[src/inc/pin_select_consts.svh]
// Offsets, field positions, reset values and masks of the pin-function selector block
`ifndef PIN_SELECT_CONSTS_SVH
`define PIN_SELECT_CONSTS_SVH

// ************************************************************
// Register byte addresses
// ************************************************************
`define ADDR_BUS_GROUP_CTRL 8'h00
`define ADDR_EXT_BUS_OUT_SEL 8'h04
`define ADDR_TIMER_PIN_SEL 8'h08

// ************************************************************
// Reset values and writable masks
// ************************************************************
`define RST_BUS_GROUP_CTRL 32'h0000_0000
`define RST_EXT_BUS_OUT_SEL 32'h0000_0000
`define RST_TIMER_PIN_SEL 32'h0000_0000
`define MASK_BUS_GROUP_CTRL 32'h0000_0003
`define MASK_EXT_BUS_OUT_SEL 32'h01FF_FFFF
`define MASK_TIMER_PIN_SEL 32'h3F3C_3F3C

// ************************************************************
// Field positions
// ************************************************************
`define GRP_LOW_BIT 0
`define GRP_HIGH_BIT 1
`define EBS_ALE_BIT 0
`define EBS_CS0_BIT 1
`define EBS_ADDR_LSB 2
`define EBS_DATA_LSB 9
`define EBS_DATA_SPLIT 8
`define TPS_CH_STRIDE 8
`define TPS_A_IN_LSB 0
`define TPS_A_OUT_LSB 2
`define TPS_B_IN_LSB 4

// ************************************************************
// Sizes
// ************************************************************
`define NUM_TIMER_CH 4
`define NUM_CAND_PINS 3
`define NUM_DATA_LINES 16
`define NUM_ADDR_LINES 7

`endif

[src/inc/pin_select_pkg.sv]
// Types shared by both ends of the pin-function selector
package pin_select_pkg;
    typedef logic [1:0] pin_code_t;
    typedef logic [7:0] reg_addr_t;
    typedef logic [31:0] reg_word_t;
endpackage : pin_select_pkg

[src/inc/pin_select_if.sv]
// Register access channel between the selector controller and the pin selector
`timescale 1ns/1ps
interface pin_select_if;
    import pin_select_pkg::*;
    reg_addr_t addr;
    reg_word_t wdata;
    logic wr;
    logic rd;
    reg_word_t rdata;

    modport dev (
        input addr,
        input wdata,
        input wr,
        input rd,
        output rdata
    );
    modport ctl (
        output addr,
        output wdata,
        output wr,
        output rd,
        input rdata
    );
endinterface : pin_select_if

[src/hw/pin_select_dev.sv]
// Pin-function selector: external bus output gating and timer ch8-11 pin routing
//
// Contract
// - Address lines 7..1 drive only when bit set
// - Chip select 0 drives only when bit1 set
// - Latch enable drives only when bit0 set
// - Reads return stored field values, no side effects
// - Group bit1 overrides data 15..8 selects
// - Group bit0 overrides address, cs0, data 7..0
// - Deep standby reset leaves selectors unchanged
// - Timer bits 31:30, 23:22 read zero
// - Timer bits 17:14 read zero
// - B input codes 00/01,10,11 pick pins 0,1,2
// - A output code 00 off, else pin 0..2
// - Odd channels have A input selector
// - All timer selectors reset to 00
// - Register covers channels 8 through 11 only
// - Nonzero A output makes A input ignored
// - Data pin input always reaches bus
`timescale 1ns/1ps
`include "pin_select_consts.svh"
module pin_select_dev
    import pin_select_pkg::*;
(
    input wire logic clk,
    input wire logic rst_n,
    pin_select_if.dev bus,
    // External bus controller side
    input wire logic [`NUM_ADDR_LINES-1:0] bus_addr_line,
    input wire logic bus_chip_select0,
    input wire logic bus_addr_latch_strobe,
    input wire logic [`NUM_DATA_LINES-1:0] bus_data_out,
    input wire logic [`NUM_DATA_LINES-1:0] bus_data_drive,
    output logic [`NUM_DATA_LINES-1:0] bus_data_in,
    // External bus pins
    output logic [`NUM_ADDR_LINES-1:0] addr_pin_o,
    output logic [`NUM_ADDR_LINES-1:0] addr_pin_oe,
    output logic cs0_pin_o,
    output logic cs0_pin_oe,
    output logic ale_pin_o,
    output logic ale_pin_oe,
    input wire logic [`NUM_DATA_LINES-1:0] data_pin_i,
    output logic [`NUM_DATA_LINES-1:0] data_pin_o,
    output logic [`NUM_DATA_LINES-1:0] data_pin_oe,
    // General timer channels 8..11, index 0 is channel 8
    input wire logic [`NUM_TIMER_CH-1:0] timer_a_signal_out,
    output logic [`NUM_TIMER_CH-1:0] timer_a_signal_in,
    output logic [`NUM_TIMER_CH-1:0] timer_b_signal_in,
    // Candidate pins, flattened as channel*3 + candidate
    input wire logic [`NUM_TIMER_CH*`NUM_CAND_PINS-1:0] tmr_a_pin_i,
    output logic [`NUM_TIMER_CH*`NUM_CAND_PINS-1:0] tmr_a_pin_o,
    output logic [`NUM_TIMER_CH*`NUM_CAND_PINS-1:0] tmr_a_pin_oe,
    input wire logic [`NUM_TIMER_CH*`NUM_CAND_PINS-1:0] tmr_b_pin_i,
    // Effective output enables after group override, for status
    output logic [24:0] ext_bus_eff_en
);

    // ************************************************************
    // Registers
    // ************************************************************
    // Only the system reset clears these; deep standby reset is not wired
    reg_word_t bus_group_ctrl_reg;
    reg_word_t bus_group_ctrl_next;
    reg_word_t ext_bus_output_select_reg;
    reg_word_t ext_bus_output_select_next;
    reg_word_t timer_ch8_11_pin_select_reg;
    reg_word_t timer_ch8_11_pin_select_next;
    reg_word_t rdata_reg;
    reg_word_t rdata_next;

    wire hit_grp = (bus.addr == `ADDR_BUS_GROUP_CTRL);
    wire hit_ebs = (bus.addr == `ADDR_EXT_BUS_OUT_SEL);
    wire hit_tps = (bus.addr == `ADDR_TIMER_PIN_SEL);

    // Reserved bits are masked off on store so they can never read back as one
    assign bus_group_ctrl_next = (bus.wr && hit_grp)
        ? (bus.wdata & `MASK_BUS_GROUP_CTRL) : bus_group_ctrl_reg;
    assign ext_bus_output_select_next = (bus.wr && hit_ebs)
        ? (bus.wdata & `MASK_EXT_BUS_OUT_SEL) : ext_bus_output_select_reg;
    assign timer_ch8_11_pin_select_next = (bus.wr && hit_tps)
        ? (bus.wdata & `MASK_TIMER_PIN_SEL) : timer_ch8_11_pin_select_reg;

    // ************************************************************
    // Read path
    // ************************************************************
    // Plain read of stored value; unmapped addresses read zero
    always_comb begin
        if (!bus.rd) begin
            rdata_next = 32'h0000_0000;
        end else if (hit_grp) begin
            rdata_next = bus_group_ctrl_reg;
        end else if (hit_ebs) begin
            rdata_next = ext_bus_output_select_reg;
        end else if (hit_tps) begin
            rdata_next = timer_ch8_11_pin_select_reg;
        end else begin
            rdata_next = 32'h0000_0000;
        end
    end

    always_ff @(posedge clk or negedge rst_n) begin
        if (!rst_n) begin
            bus_group_ctrl_reg <= `RST_BUS_GROUP_CTRL;
            ext_bus_output_select_reg <= `RST_EXT_BUS_OUT_SEL;
            timer_ch8_11_pin_select_reg <= `RST_TIMER_PIN_SEL;
            rdata_reg <= 32'h0000_0000;
        end else begin
            bus_group_ctrl_reg <= bus_group_ctrl_next;
            ext_bus_output_select_reg <= ext_bus_output_select_next;
            timer_ch8_11_pin_select_reg <= timer_ch8_11_pin_select_next;
            rdata_reg <= rdata_next;
        end
    end

    assign bus.rdata = rdata_reg;

    // ************************************************************
    // External bus output gating
    // ************************************************************
    wire grp_low = bus_group_ctrl_reg[`GRP_LOW_BIT];
    wire grp_high = bus_group_ctrl_reg[`GRP_HIGH_BIT];
    wire [24:0] ebs = ext_bus_output_select_reg[24:0];

    // Group bits win over the per-line bits; ALE has no group control
    assign ext_bus_eff_en[0] = ebs[`EBS_ALE_BIT];
    assign ext_bus_eff_en[16:1] = grp_low ? 16'hFFFF : ebs[16:1];
    assign ext_bus_eff_en[24:17] = grp_high ? 8'hFF : ebs[24:17];

    assign addr_pin_o = bus_addr_line;
    assign addr_pin_oe = ext_bus_eff_en[`EBS_ADDR_LSB +: `NUM_ADDR_LINES];
    assign cs0_pin_o = bus_chip_select0;
    assign cs0_pin_oe = ext_bus_eff_en[`EBS_CS0_BIT];
    assign ale_pin_o = bus_addr_latch_strobe;
    assign ale_pin_oe = ext_bus_eff_en[`EBS_ALE_BIT];

    wire [`NUM_DATA_LINES-1:0] data_en = ext_bus_eff_en[`EBS_DATA_LSB +: `NUM_DATA_LINES];
    assign data_pin_o = bus_data_out;
    assign data_pin_oe = data_en & bus_data_drive;

    // ************************************************************
    // Pin input synchronisers
    // ************************************************************
    localparam int NP = `NUM_TIMER_CH * `NUM_CAND_PINS;
    logic [`NUM_DATA_LINES-1:0] data_s1_reg;
    logic [`NUM_DATA_LINES-1:0] data_s2_reg;
    logic [NP-1:0] a_s1_reg;
    logic [NP-1:0] a_s2_reg;
    logic [NP-1:0] b_s1_reg;
    logic [NP-1:0] b_s2_reg;

    always_ff @(posedge clk or negedge rst_n) begin
        if (!rst_n) begin
            data_s1_reg <= 16'h0000;
            data_s2_reg <= 16'h0000;
            a_s1_reg <= 12'h000;
            a_s2_reg <= 12'h000;
            b_s1_reg <= 12'h000;
            b_s2_reg <= 12'h000;
        end else begin
            data_s1_reg <= data_pin_i;
            data_s2_reg <= data_s1_reg;
            a_s1_reg <= tmr_a_pin_i;
            a_s2_reg <= a_s1_reg;
            b_s1_reg <= tmr_b_pin_i;
            b_s2_reg <= b_s1_reg;
        end
    end

    // Data input is never gated by the output select bits
    assign bus_data_in = data_s2_reg;

    // ************************************************************
    // Timer channel routing, one pass per channel
    // ************************************************************
    genvar ch;
    generate
        for (ch = 0; ch < `NUM_TIMER_CH; ch++) begin : g_ch
            localparam int BASE = ch * `TPS_CH_STRIDE;
            localparam int P = ch * `NUM_CAND_PINS;
            pin_code_t b_sel;
            pin_code_t a_out_sel;
            pin_code_t a_in_sel;
            logic [2:0] b_pins;
            logic [2:0] a_pins;
            logic [2:0] a_drive;

            assign b_sel = timer_ch8_11_pin_select_reg[BASE + `TPS_B_IN_LSB +: 2];
            assign a_out_sel = timer_ch8_11_pin_select_reg[BASE + `TPS_A_OUT_LSB +: 2];
            // Stored zero on even channels, so the input path folds away there
            assign a_in_sel = timer_ch8_11_pin_select_reg[BASE + `TPS_A_IN_LSB +: 2];
            assign b_pins = b_s2_reg[P +: 3];
            assign a_pins = a_s2_reg[P +: 3];

            // Codes 00 and 01 both pick candidate 0
            assign timer_b_signal_in[ch] = (b_sel == 2'h3) ? b_pins[2]
                : (b_sel == 2'h2) ? b_pins[1] : b_pins[0];

            // One-hot drive; code 00 drives nothing
            assign a_drive[0] = (a_out_sel == 2'h1);
            assign a_drive[1] = (a_out_sel == 2'h2);
            assign a_drive[2] = (a_out_sel == 2'h3);
            assign tmr_a_pin_oe[P +: 3] = a_drive;
            assign tmr_a_pin_o[P +: 3] = a_drive & {3{timer_a_signal_out[ch]}};

            if (ch % 2 == 1) begin : g_odd
                // A pin cannot be input and output at once, so output wins
                assign timer_a_signal_in[ch] = (a_out_sel != 2'h0) ? 1'b0
                    : (a_in_sel == 2'h3) ? a_pins[2]
                    : (a_in_sel == 2'h2) ? a_pins[1] : a_pins[0];
            end else begin : g_even
                assign timer_a_signal_in[ch] = 1'b0;
            end
        end
    endgenerate

endmodule : pin_select_dev

[src/flat_wrapper.sv]
// flat-port wrapper written by rule: the top's interface ports become plain ports
module pin_select_dev_flat import pin_select_pkg::*;
  (clk, rst_n, bus_addr_line, bus_chip_select0, bus_addr_latch_strobe, bus_data_out, bus_data_drive, bus_data_in, addr_pin_o, addr_pin_oe, cs0_pin_o, cs0_pin_oe, ale_pin_o, ale_pin_oe, data_pin_i, data_pin_o, data_pin_oe, timer_a_signal_out, timer_a_signal_in, timer_b_signal_in, tmr_a_pin_i, tmr_a_pin_o, tmr_a_pin_oe, tmr_b_pin_i, ext_bus_eff_en, bus_addr, bus_wdata, bus_wr, bus_rd, bus_rdata);
  pin_select_if bus_i ();
  input wire logic clk;
  input wire logic rst_n;
  input wire logic [`NUM_ADDR_LINES-1:0] bus_addr_line;
  input wire logic bus_chip_select0;
  input wire logic bus_addr_latch_strobe;
  input wire logic [`NUM_DATA_LINES-1:0] bus_data_out;
  input wire logic [`NUM_DATA_LINES-1:0] bus_data_drive;
  output logic [`NUM_DATA_LINES-1:0] bus_data_in;
  output logic [`NUM_ADDR_LINES-1:0] addr_pin_o;
  output logic [`NUM_ADDR_LINES-1:0] addr_pin_oe;
  output logic cs0_pin_o;
  output logic cs0_pin_oe;
  output logic ale_pin_o;
  output logic ale_pin_oe;
  input wire logic [`NUM_DATA_LINES-1:0] data_pin_i;
  output logic [`NUM_DATA_LINES-1:0] data_pin_o;
  output logic [`NUM_DATA_LINES-1:0] data_pin_oe;
  input wire logic [`NUM_TIMER_CH-1:0] timer_a_signal_out;
  output logic [`NUM_TIMER_CH-1:0] timer_a_signal_in;
  output logic [`NUM_TIMER_CH-1:0] timer_b_signal_in;
  input wire logic [`NUM_TIMER_CH*`NUM_CAND_PINS-1:0] tmr_a_pin_i;
  output logic [`NUM_TIMER_CH*`NUM_CAND_PINS-1:0] tmr_a_pin_o;
  output logic [`NUM_TIMER_CH*`NUM_CAND_PINS-1:0] tmr_a_pin_oe;
  input wire logic [`NUM_TIMER_CH*`NUM_CAND_PINS-1:0] tmr_b_pin_i;
  output logic [24:0] ext_bus_eff_en;
  input wire logic [$bits(bus_i.addr)-1:0] bus_addr;
  input wire logic [$bits(bus_i.wdata)-1:0] bus_wdata;
  input wire logic [$bits(bus_i.wr)-1:0] bus_wr;
  input wire logic [$bits(bus_i.rd)-1:0] bus_rd;
  output wire logic [$bits(bus_i.rdata)-1:0] bus_rdata;
  assign bus_i.addr = bus_addr;
  assign bus_i.wdata = bus_wdata;
  assign bus_i.wr = bus_wr;
  assign bus_i.rd = bus_rd;
  assign bus_rdata = bus_i.rdata;
  pin_select_dev u_core (.clk(clk), .rst_n(rst_n), .bus(bus_i), .bus_addr_line(bus_addr_line), .bus_chip_select0(bus_chip_select0), .bus_addr_latch_strobe(bus_addr_latch_strobe), .bus_data_out(bus_data_out), .bus_data_drive(bus_data_drive), .bus_data_in(bus_data_in), .addr_pin_o(addr_pin_o), .addr_pin_oe(addr_pin_oe), .cs0_pin_o(cs0_pin_o), .cs0_pin_oe(cs0_pin_oe), .ale_pin_o(ale_pin_o), .ale_pin_oe(ale_pin_oe), .data_pin_i(data_pin_i), .data_pin_o(data_pin_o), .data_pin_oe(data_pin_oe), .timer_a_signal_out(timer_a_signal_out), .timer_a_signal_in(timer_a_signal_in), .timer_b_signal_in(timer_b_signal_in), .tmr_a_pin_i(tmr_a_pin_i), .tmr_a_pin_o(tmr_a_pin_o), .tmr_a_pin_oe(tmr_a_pin_oe), .tmr_b_pin_i(tmr_b_pin_i), .ext_bus_eff_en(ext_bus_eff_en));
endmodule
[config.mk]
export PLATFORM = sky130hd
export DESIGN_NAME = pin_select_dev_flat
export DESIGN_NICKNAME = d
export VERILOG_FILES = /design/src/inc/pin_select_pkg.sv /design/src/inc/pin_select_if.sv /design/src/hw/pin_select_dev.sv /design/src/flat_wrapper.sv
export VERILOG_INCLUDE_DIRS = /design/src /design/src/inc
export SDC_FILE = /design/constraint.sdc
export NUM_CORES = 1
export LEC_CHECK = 0
export BUFFER_PORTS_ARGS = -buffer_cell sky130_fd_sc_hd__buf_2
export CORE_ASPECT_RATIO = 1.4
export CORE_MARGIN = 2
export CORE_UTILIZATION = 40
export CTS_CLUSTER_SIZE = 28
export DETAILED_ROUTE_END_ITERATION = 16
export GPL_TIMING_DRIVEN = 1
export PLACE_DENSITY = 0.77
export SYNTH_ARGS = -nofsm -noshare
export SYNTH_HDL_FRONTEND = slang
export SYNTH_SLANG_ARGS = --single-unit
[constraint.sdc]
create_clock -name clk -period 1.7 [get_ports clk]
set_clock_uncertainty 0.1 [all_clocks]
set_input_delay 0.34 -clock clk [delete_from_list [all_inputs] [get_ports clk]]
set_output_delay 0.34 -clock clk [all_outputs]
set_load 0.02 [all_outputs]
# --- Word-level counts from Yosys, hierarchy flattened ---
# Cells that the tools add are included.
op_classes:
  add_sub_neg: 0
  mul: 0
  div_mod_pow: 0
  order_cmp: 0
  eq_ne: 26
  n_shift: 0
  n_mux: 20
  n_bitwise: 5
  n_reduce_logical: 6
op_table:
  columns: ["operator", "n"]
  rows:
  - ["$mux 32", 3]
  - ["$eq 2x2->1 const B", 20]
  - ["$mux 30", 1]
  - ["$and 16x16->16", 1]
  - ["$mux 16", 1]
  - ["$mux 1", 14]
  - ["$and 3x3->3", 4]
  - ["$eq 2x1->1 const B", 4]
  - ["$eq 8x3->1 const B", 1]
  - ["$eq 8x4->1 const B", 1]
  - ["$logic_not 8->1", 1]
  - ["$mux 8", 1]
  - ["$reduce_bool 2->1", 2]
  - ["$logic_and 1x1->1", 3]
word_totals:
  ff_bits: 159
  latchBits: 0
  ram_bits: 0
  mem_bits_ro: 0
  inputBits: 129
  out_inout_bits: 155
  word_cells: 67
  mem_count: 0

# --- Depth between registers and ports, before layout ---
# Gate-level depths: netlist of the first run.
depth:
  word_depth: 5
  ltp_mapped: 5
  depth_no_buf: 3

# --- Worst setup path before layout of the first run ---
# OpenSTA, ideal clock, no wires.
synth_timing:
  path_type: "register to output"
  from: "register u_core.timer_ch8_11_pin_select_reg[8]"
  to: "output port timer_a_signal_in[1]"
  arrival_time_ns: 1.635
  t_required_ns: 1.260
  path_slack_ns: -0.375
  path_stages_with_launch: 3
  path_buffers: 0
  path_cell_list: "dfrtp_1 -> mux2i_1 -> a2111oi_0"
synth_via:
  elab_chain_cells: 4
  elab_cells_between_ends: 5
  classes_between: "eq/ne: 2; mux: 3"
synth_rtl:
  columns: ["element", "line", "text"]
  rows:
  - ["start, declared", "pin_select_dev.sv:66", "reg_word_t timer_ch8_11_pin_select_reg;"]
  - ["start signal, assigned", "pin_select_dev.sv:105", "timer_ch8_11_pin_select_reg <= `RST_TIMER_PIN_SEL;"]
  - ["start signal, assigned", "pin_select_dev.sv:110", "timer_ch8_11_pin_select_reg <= timer_ch8_11_pin_select_next;"]
  - ["$eq 2x2->1", "pin_select_dev.sv:209", ": (a_in_sel == 2'h2) ? a_pins[1] : a_pins[0];"]
  - ["$mux 1", "pin_select_dev.sv:209", null]
  - ["$mux 1 *", "pin_select_dev.sv:208", ": (a_in_sel == 2'h3) ? a_pins[2]"]
  - ["$mux 1 *", "pin_select_dev.sv:207", "assign timer_a_signal_in[ch] = (a_out_sel != 2'h0) ? 1'b0"]
  - ["end, declared", "flat_wrapper.sv:23", "output logic [`NUM_TIMER_CH-1:0] timer_a_signal_in;"]
# Mark *: on every way between the ends. The rest lies on a longest branch, timed or not.

# --- Worst setup path in the final report of the first run ---
layout_timing:
  from: "register u_core.bus_group_ctrl_reg[0]"
  to: "output port data_pin_oe[3]"
layout_via:
  elab_chain_cells: 2
layout_rtl:
  columns: ["element", "line", "text"]
  rows:
  - ["start, declared", "pin_select_dev.sv:62", "reg_word_t bus_group_ctrl_reg;"]
  - ["start signal, assigned", "pin_select_dev.sv:103", "bus_group_ctrl_reg <= `RST_BUS_GROUP_CTRL;"]
  - ["start signal, assigned", "pin_select_dev.sv:108", "bus_group_ctrl_reg <= bus_group_ctrl_next;"]
  - ["$mux 16", "pin_select_dev.sv:126", "assign ext_bus_eff_en[16:1] = grp_low ? 16'hFFFF : ebs[16:1];"]
  - ["$and 16x16->16", "pin_select_dev.sv:138", "assign data_pin_oe = data_en & bus_data_drive;"]
  - ["end, declared", "flat_wrapper.sv:21", "output logic [`NUM_DATA_LINES-1:0] data_pin_oe;"]
# No other way between the ends.

==> results of run 1 <==
[per-stage QoR]
stage,total power [mW],utilization,instances
3_5_place_dp,4.48,0.500,759
6_report,8.33,0.627,847
5_1_grt,8.67,0.626,846
2_1_floorplan,4.19,-,389
3_3_place_gp,4.45,0.500,759
4_1_cts,8.36,0.609,841
[routing by layer]
layer | GRT usage | up-vias | part of all wire | wire, um
li1 | - | 1789 | - | -
met1 | 0.208 | 1974 | 0.35 | 5010
met2 | 0.348 | 170 | 0.56 | 7860
met3 | 0.0567 | 42 | 0.060 | 850
met4 | 0.0821 | 2 | 0.029 | 407
met5 | 0 | - | 0.00092 | 13
[cell type report]
cell class,instances,area [um2],share of cell area
Tap cell,182,228,0.0274
Sequential cell,145,3640,0.438
Multi-Input combinational cell,194,1640,0.197
Timing Repair Buffer,293,2230,0.268
Clock buffer,20,447,0.0538
Antenna cell,1,2.50,0.000301
Clock inverter,12,133,0.0160
[kinds of logic after synthesis]
| group | after synthesis | share of synthesized area |
|---|---|---|
| compound gates | 21 | 0.0278 |
| buf+inv | 50 | 0.0646 |
| flops | 145 | 0.672 |
| mux | 55 | 0.113 |
| other cells | 1 | 0.000694 |
| simple gates | 114 | 0.123 |
[power by group through the flow]
stage               Sequential (mW)  Combinational [mW]  Clock [mW]
finish                         3.67                1.04        3.62
global route                   3.68                1.11        3.87
CTS                            3.67               0.995        3.70
detailed placement             3.73               0.749           0
global placement               3.72               0.732           0
floorplan                      3.73               0.460           0
[worst paths after layout]
kind	from	to	slack [ns]	cells past startpoint
hold reg to reg	u_core.b_s1_reg[5]	u_core.b_s2_reg[5]	0.25	0
hold / removal	bus_wdata[6]	u_core.ext_bus_output_select_reg[6]	0.05	2
min in group asynchronous	rst_n	u_core.data_s1_reg[5]	0.27	2
setup / recovery	u_core.bus_group_ctrl_reg[0]	data_pin_oe[3]	-0.25	4
setup reg to reg	u_core.bus_group_ctrl_reg[1]	u_core.bus_group_ctrl_reg[1]	0.55	3
max in group asynchronous	rst_n	u_core.timer_ch8_11_pin_select_reg[10]	0.67	3
[timing repair]
action                                  4_1_cts  5_1_grt
endpoints found under the setup margin       58       74
pin swaps                                    35       10
cloned                                        1        0
hold endpoints to repair                     60        0
setup buffers                                14        5
gates resized for setup                     138       60
hold buffers                                 35        0
[synth_stat cells (2+ instances only)]
cell	n	share of area
nor3_1	2	0.0019
or2_2	24	0.028
mux2_1	21	0.044
nand2_1	4	0.0028
nor2_1	27	0.019
nand4_1	2	0.0023
buf_2	2	0.0019
and3_1	18	0.021
mux2i_1	8	0.015
a22oi_1	15	0.021
and2_1	24	0.028
dfrtp_1	145	0.67
buf_6	2	0.0042
nor2b_1	10	0.012
clkbuf_1	7	0.0049
buf_4	38	0.053
mux2_2	26	0.054
a2111oi_0	2	0.0032
a21oi_1	4	0.0037
==> flow_metrics.tcl, run 1 <==
set metrics [dict create \
    outcome "complete, but fails checks" \
    violations "setup timing" \
    grt_start_max_net_pins 49 \
    root_buffer "clkbuf_16" \
    boundaryPins 284 \
    fmax_ghz 0.514 \
    ys.flop_type "dfrtp_1" \
    power_frac_comb 0.125 \
    place.gp.congestion 0.736 \
    die_h_um 142 \
    synth_edf_count 0 \
    fin_tns_setup_ns -8.48 \
    place_area_um2 6630 \
    portBuffers 221 \
    cts_tree "done" \
    grt_util_all_layers 0.193 \
    irDropWorstVdd_mv 1.04 \
    fp.dieW_um 102 \
    wl_per_cell_um 16.7 \
    filler_cell_count 1015 \
    nNetsFinal 780 \
    synth_area_per_cell_um2 14.0 \
    grt_overflow 0 \
    p_int_mw 6.33 \
    drt-vias-per-instance 4.70 \
    slew_violations 0 \
    setup_ws_ns -0.245 \
    wl_um 14100 \
    worstPathArrival_ns 1.51 \
    ys_warn_count 0 \
    hpwl_um 9160 \
    start_kind "flop" \
    ctsLongestPathBuffers 2 \
    layout_commonest_cell "buf_2" \
    finalSetupViolations 57 \
    path_cells "buf_6, or2_4, and2_4, buf_6" \
    ys_ff_latch 145 \
    power_density_nw_per_um2 1000 \
    hold_viol 0 \
    slowest_delay_ns 0.42 \
    worstPathRequired_ns 1.26 \
    htreeDepth 4 \
    crit_family "flip-flops" \
    syn_area_um2 5400 \
    ant_nets 0 \
    synth_cell_type_count 24 \
    crit_type "flop to primary output" \
    drive_above_1_share 0.583 \
    swShare 0.241 \
    end_kind "primary output" \
    area_growth_pct 53.8 \
    drc 0 \
    p_clk_frac 0.435 \
    antenna_found_initial 2 \
    clk_pin_slew_ns 0.05 \
    fp.coreArea_um2 13300 \
    worst-path-buf-inv 2 \
    syn_inst 386 \
    insertion_delay_ns 0.40 \
    hold_slack_ns 0.0535 \
    drtPass1Iterations 4 \
    max_cap_violations 0 \
    seqPwrFrac 0.441 \
    synth_async_sr_flop_share 1.00 \
    p_switching_mw 2.01 \
    final_area_um2 8310 \
    fin_crit_sh 1.14 \
    vias 3977 \
    crit_fanout 6 \
    dp_slack_ns -0.0960 \
    crit_slowest_cell "dfrtp_1" \
    layout.cells.most_common_list "157 x buf_2, 139 x dfrtp_1, 65 x buf_6, 35 x dlygate4sd3_1, 29 x buf_4" \
    ys_seq_area_frac 0.672 \
    leakage_nw 4.35 \
    rsz0062_at_grt "yes" \
    drtIter0Drc 101 \
    largest_register_ffs 30 \
    worstHoldPathType "input pin to flop" \
    grt_first_pass_wirelength_um 21100 \
    first_global_vias 4275 \
    cpMostUsedCell "buf_6" \
    cts_num_sinks 145 \
    period_needed_ns 1.95 \
    row_count 50 \
    cts_inserted_buffers 17 \
    dieArea_um2 14500 \
    start_util 0.407 \
]
Power figures use the tool's default switching activity.
==> run 2, diff against run 1 <==
- CORE_ASPECT_RATIO: 1.4 -> default
==> run 2 against run 1 <==
Net effect:
- the flow still finishes with violations (setup timing)
- maximum frequency grew 0.67%
- clock-buffer cell count grew 2
- setup slack gained 0.013 ns
- non-clock buffer count grew 3
- flip-flop and latch count is the same
- die area is essentially flat
- sequential power is essentially flat
- via count grew 0.88%
- first-iteration DRC count grew 90%
- cell count shrank 0.47%
- core utilization grew 0.49 points
- highest routed layer is now met4
==> flow_metrics.tcl, run 2 (synthesized netlist as in run 1, its figures left out) <==
set metrics [dict create \
    outcome "complete, but fails checks" \
    violations "setup timing" \
    ctsLongestPathBuffers 2 \
    worst-path-buf-inv 1 \
    worstPathRequired_ns 1.26 \
    slew_violations 0 \
    finalSetupViolations 56 \
    r2r_slack_ns 0.42 \
    cp.depth 3 \
    place_area_um2 6590 \
    crit_family "flip-flops" \
    period_needed_ns 1.93 \
    worstPathArrival_ns 1.49 \
    drtIter0Drc 192 \
    cts_num_sinks 145 \
    power_density_nw_per_um2 1010 \
    cts_tree "done" \
    first_global_vias 4303 \
    layout_commonest_cell "buf_2" \
    wl_per_cell_um 17.4 \
    boundaryPins 284 \
    die_h_um 120 \
    fmax_ghz 0.518 \
    root_buffer "clkbuf_16" \
    place.gp.congestion 0.727 \
    slowest_delay_ns 0.40 \
    clk_pin_slew_ns 0.06 \
    leakage_nw 4.35 \
    drc 0 \
    reg2reg_from "u_core.bus_group_ctrl_reg[0]" \
    postLayoutCoreUtil 0.631 \
    dp_cells 751 \
    irDropWorstVdd_mv 0.919 \
    start_kind "flop" \
    fin_crit_sh 1.14 \
    diodes 0 \
    largest_register_ffs 30 \
    fp.dieW_um 120 \
    crit_fanout 2 \
    fp.coreArea_um2 13200 \
    end_kind "primary output" \
    grt_util_all_layers 0.204 \
    start_util 0.408 \
    portBuffers 221 \
    wl_um 14700 \
    layout.cells.most_common_list "151 x buf_2, 136 x dfrtp_1, 71 x buf_6, 35 x dlygate4sd3_1, 32 x buf_4" \
    hpwl_um 9080 \
    setup_ws_ns -0.232 \
    area_growth_pct 54.8 \
    final_area_um2 8360 \
    vias 4012 \
    reg2reg_depth 4 \
    path_cells "mux2i_1, a2111oi_2, buf_2" \
    min_to "u_core.timer_ch8_11_pin_select_reg[26]" \
    drt-vias-per-instance 4.76 \
    antenna_found_initial 0 \
    grt_start_max_net_pins 42 \
    hold_viol 0 \
    nNetsFinal 783 \
    crit_type "flop to primary output" \
    grt_overflow 0 \
    worstHoldPathType "input pin to flop" \
    crit_slowest_cell "dfrtp_1" \
    dp_slack_ns -0.115 \
    hold_depth 2 \
    htreeDepth 4 \
    drive_above_1_share 0.580 \
    instances_no_fill 843 \
    worstHoldStart "bus_wdata[26]" \
    ant_nets 0 \
    r2r_end "u_core.bus_group_ctrl_reg[0]" \
    insertion_delay_ns 0.41 \
    filler_cell_count 977 \
    rsz0062_at_grt "yes" \
    cts_inserted_buffers 17 \
    max_cap_violations 0 \
    row_count 42 \
    grt_first_pass_wirelength_um 22000 \
    drtPass1Iterations 4 \
    dieArea_um2 14500 \
]
run 2: layer usage:
layer,global-route usage,routed length (um),vias up
li1,-,-,1792
met2,0.363,7870,188
met5,0,0,-
met3,0.0679,1070,52
met1,0.219,5200,1980
met4,0.0952,537,0
run 2: what timing repair did:
| item | 4_1_cts | 5_1_grt |
|---|---|---|
| hold endpoints to repair | 70 | 0 |
| pin swaps | 46 | 2 |
| gates resized for setup | 183 | 30 |
| setup endpoints to repair | 61 | 70 |
| hold buffers | 35 | 0 |
| buffers inserted | 22 | 3 |
run 2: where the power goes:
part / switching, mW / leakage, nW / internal, mW
registers: 0.0801 / 1.85 / 3.59
logic: 0.520 / 2.23 / 0.571
clock network: 1.41 / 0.282 / 2.26
total: 2.01 / 4.35 / 6.42
run 2: per-stage QoR:
| step | total power [mW] | hold WS, ns | setup TNS, ns |
|---|---|---|---|
| final | 8.43 | 0.0414 | -8.27 |
| after global placement | 4.46 | 0.173 | -1.94 |
| after floorplan | 4.19 | -0.0556 | 0 |
| after CTS | 8.48 | 0.0197 | -8.96 |
| after global routing | 8.75 | 0.0338 | -11.29 |
| after detailed placement | 4.48 | 0.179 | -3.15 |
run 2: area by class of cell:
class,count,area [um2],area share
flip-flops and latches,145,3640,0.435
repair buffers,296,2280,0.273
multi-input cells,194,1630,0.195
clock buffers,22,464,0.0555
well taps,176,220,0.0263
clock inverters,10,128,0.0153
run 2: worst max path at each step:
stage,from,end
finish,u_core.timer_ch8_11_pin_select_reg[8],timer_a_signal_in[1]
global route,u_core.timer_ch8_11_pin_select_reg[24],timer_a_signal_in[3]
CTS,u_core.timer_ch8_11_pin_select_reg[24],timer_a_signal_in[3]
detailed placement,bus_addr[1],u_core.timer_ch8_11_pin_select_reg[26]
global placement,bus_addr[1],u_core.timer_ch8_11_pin_select_reg[26]
floorplan,bus_addr[1],u_core.ext_bus_output_select_reg[10]
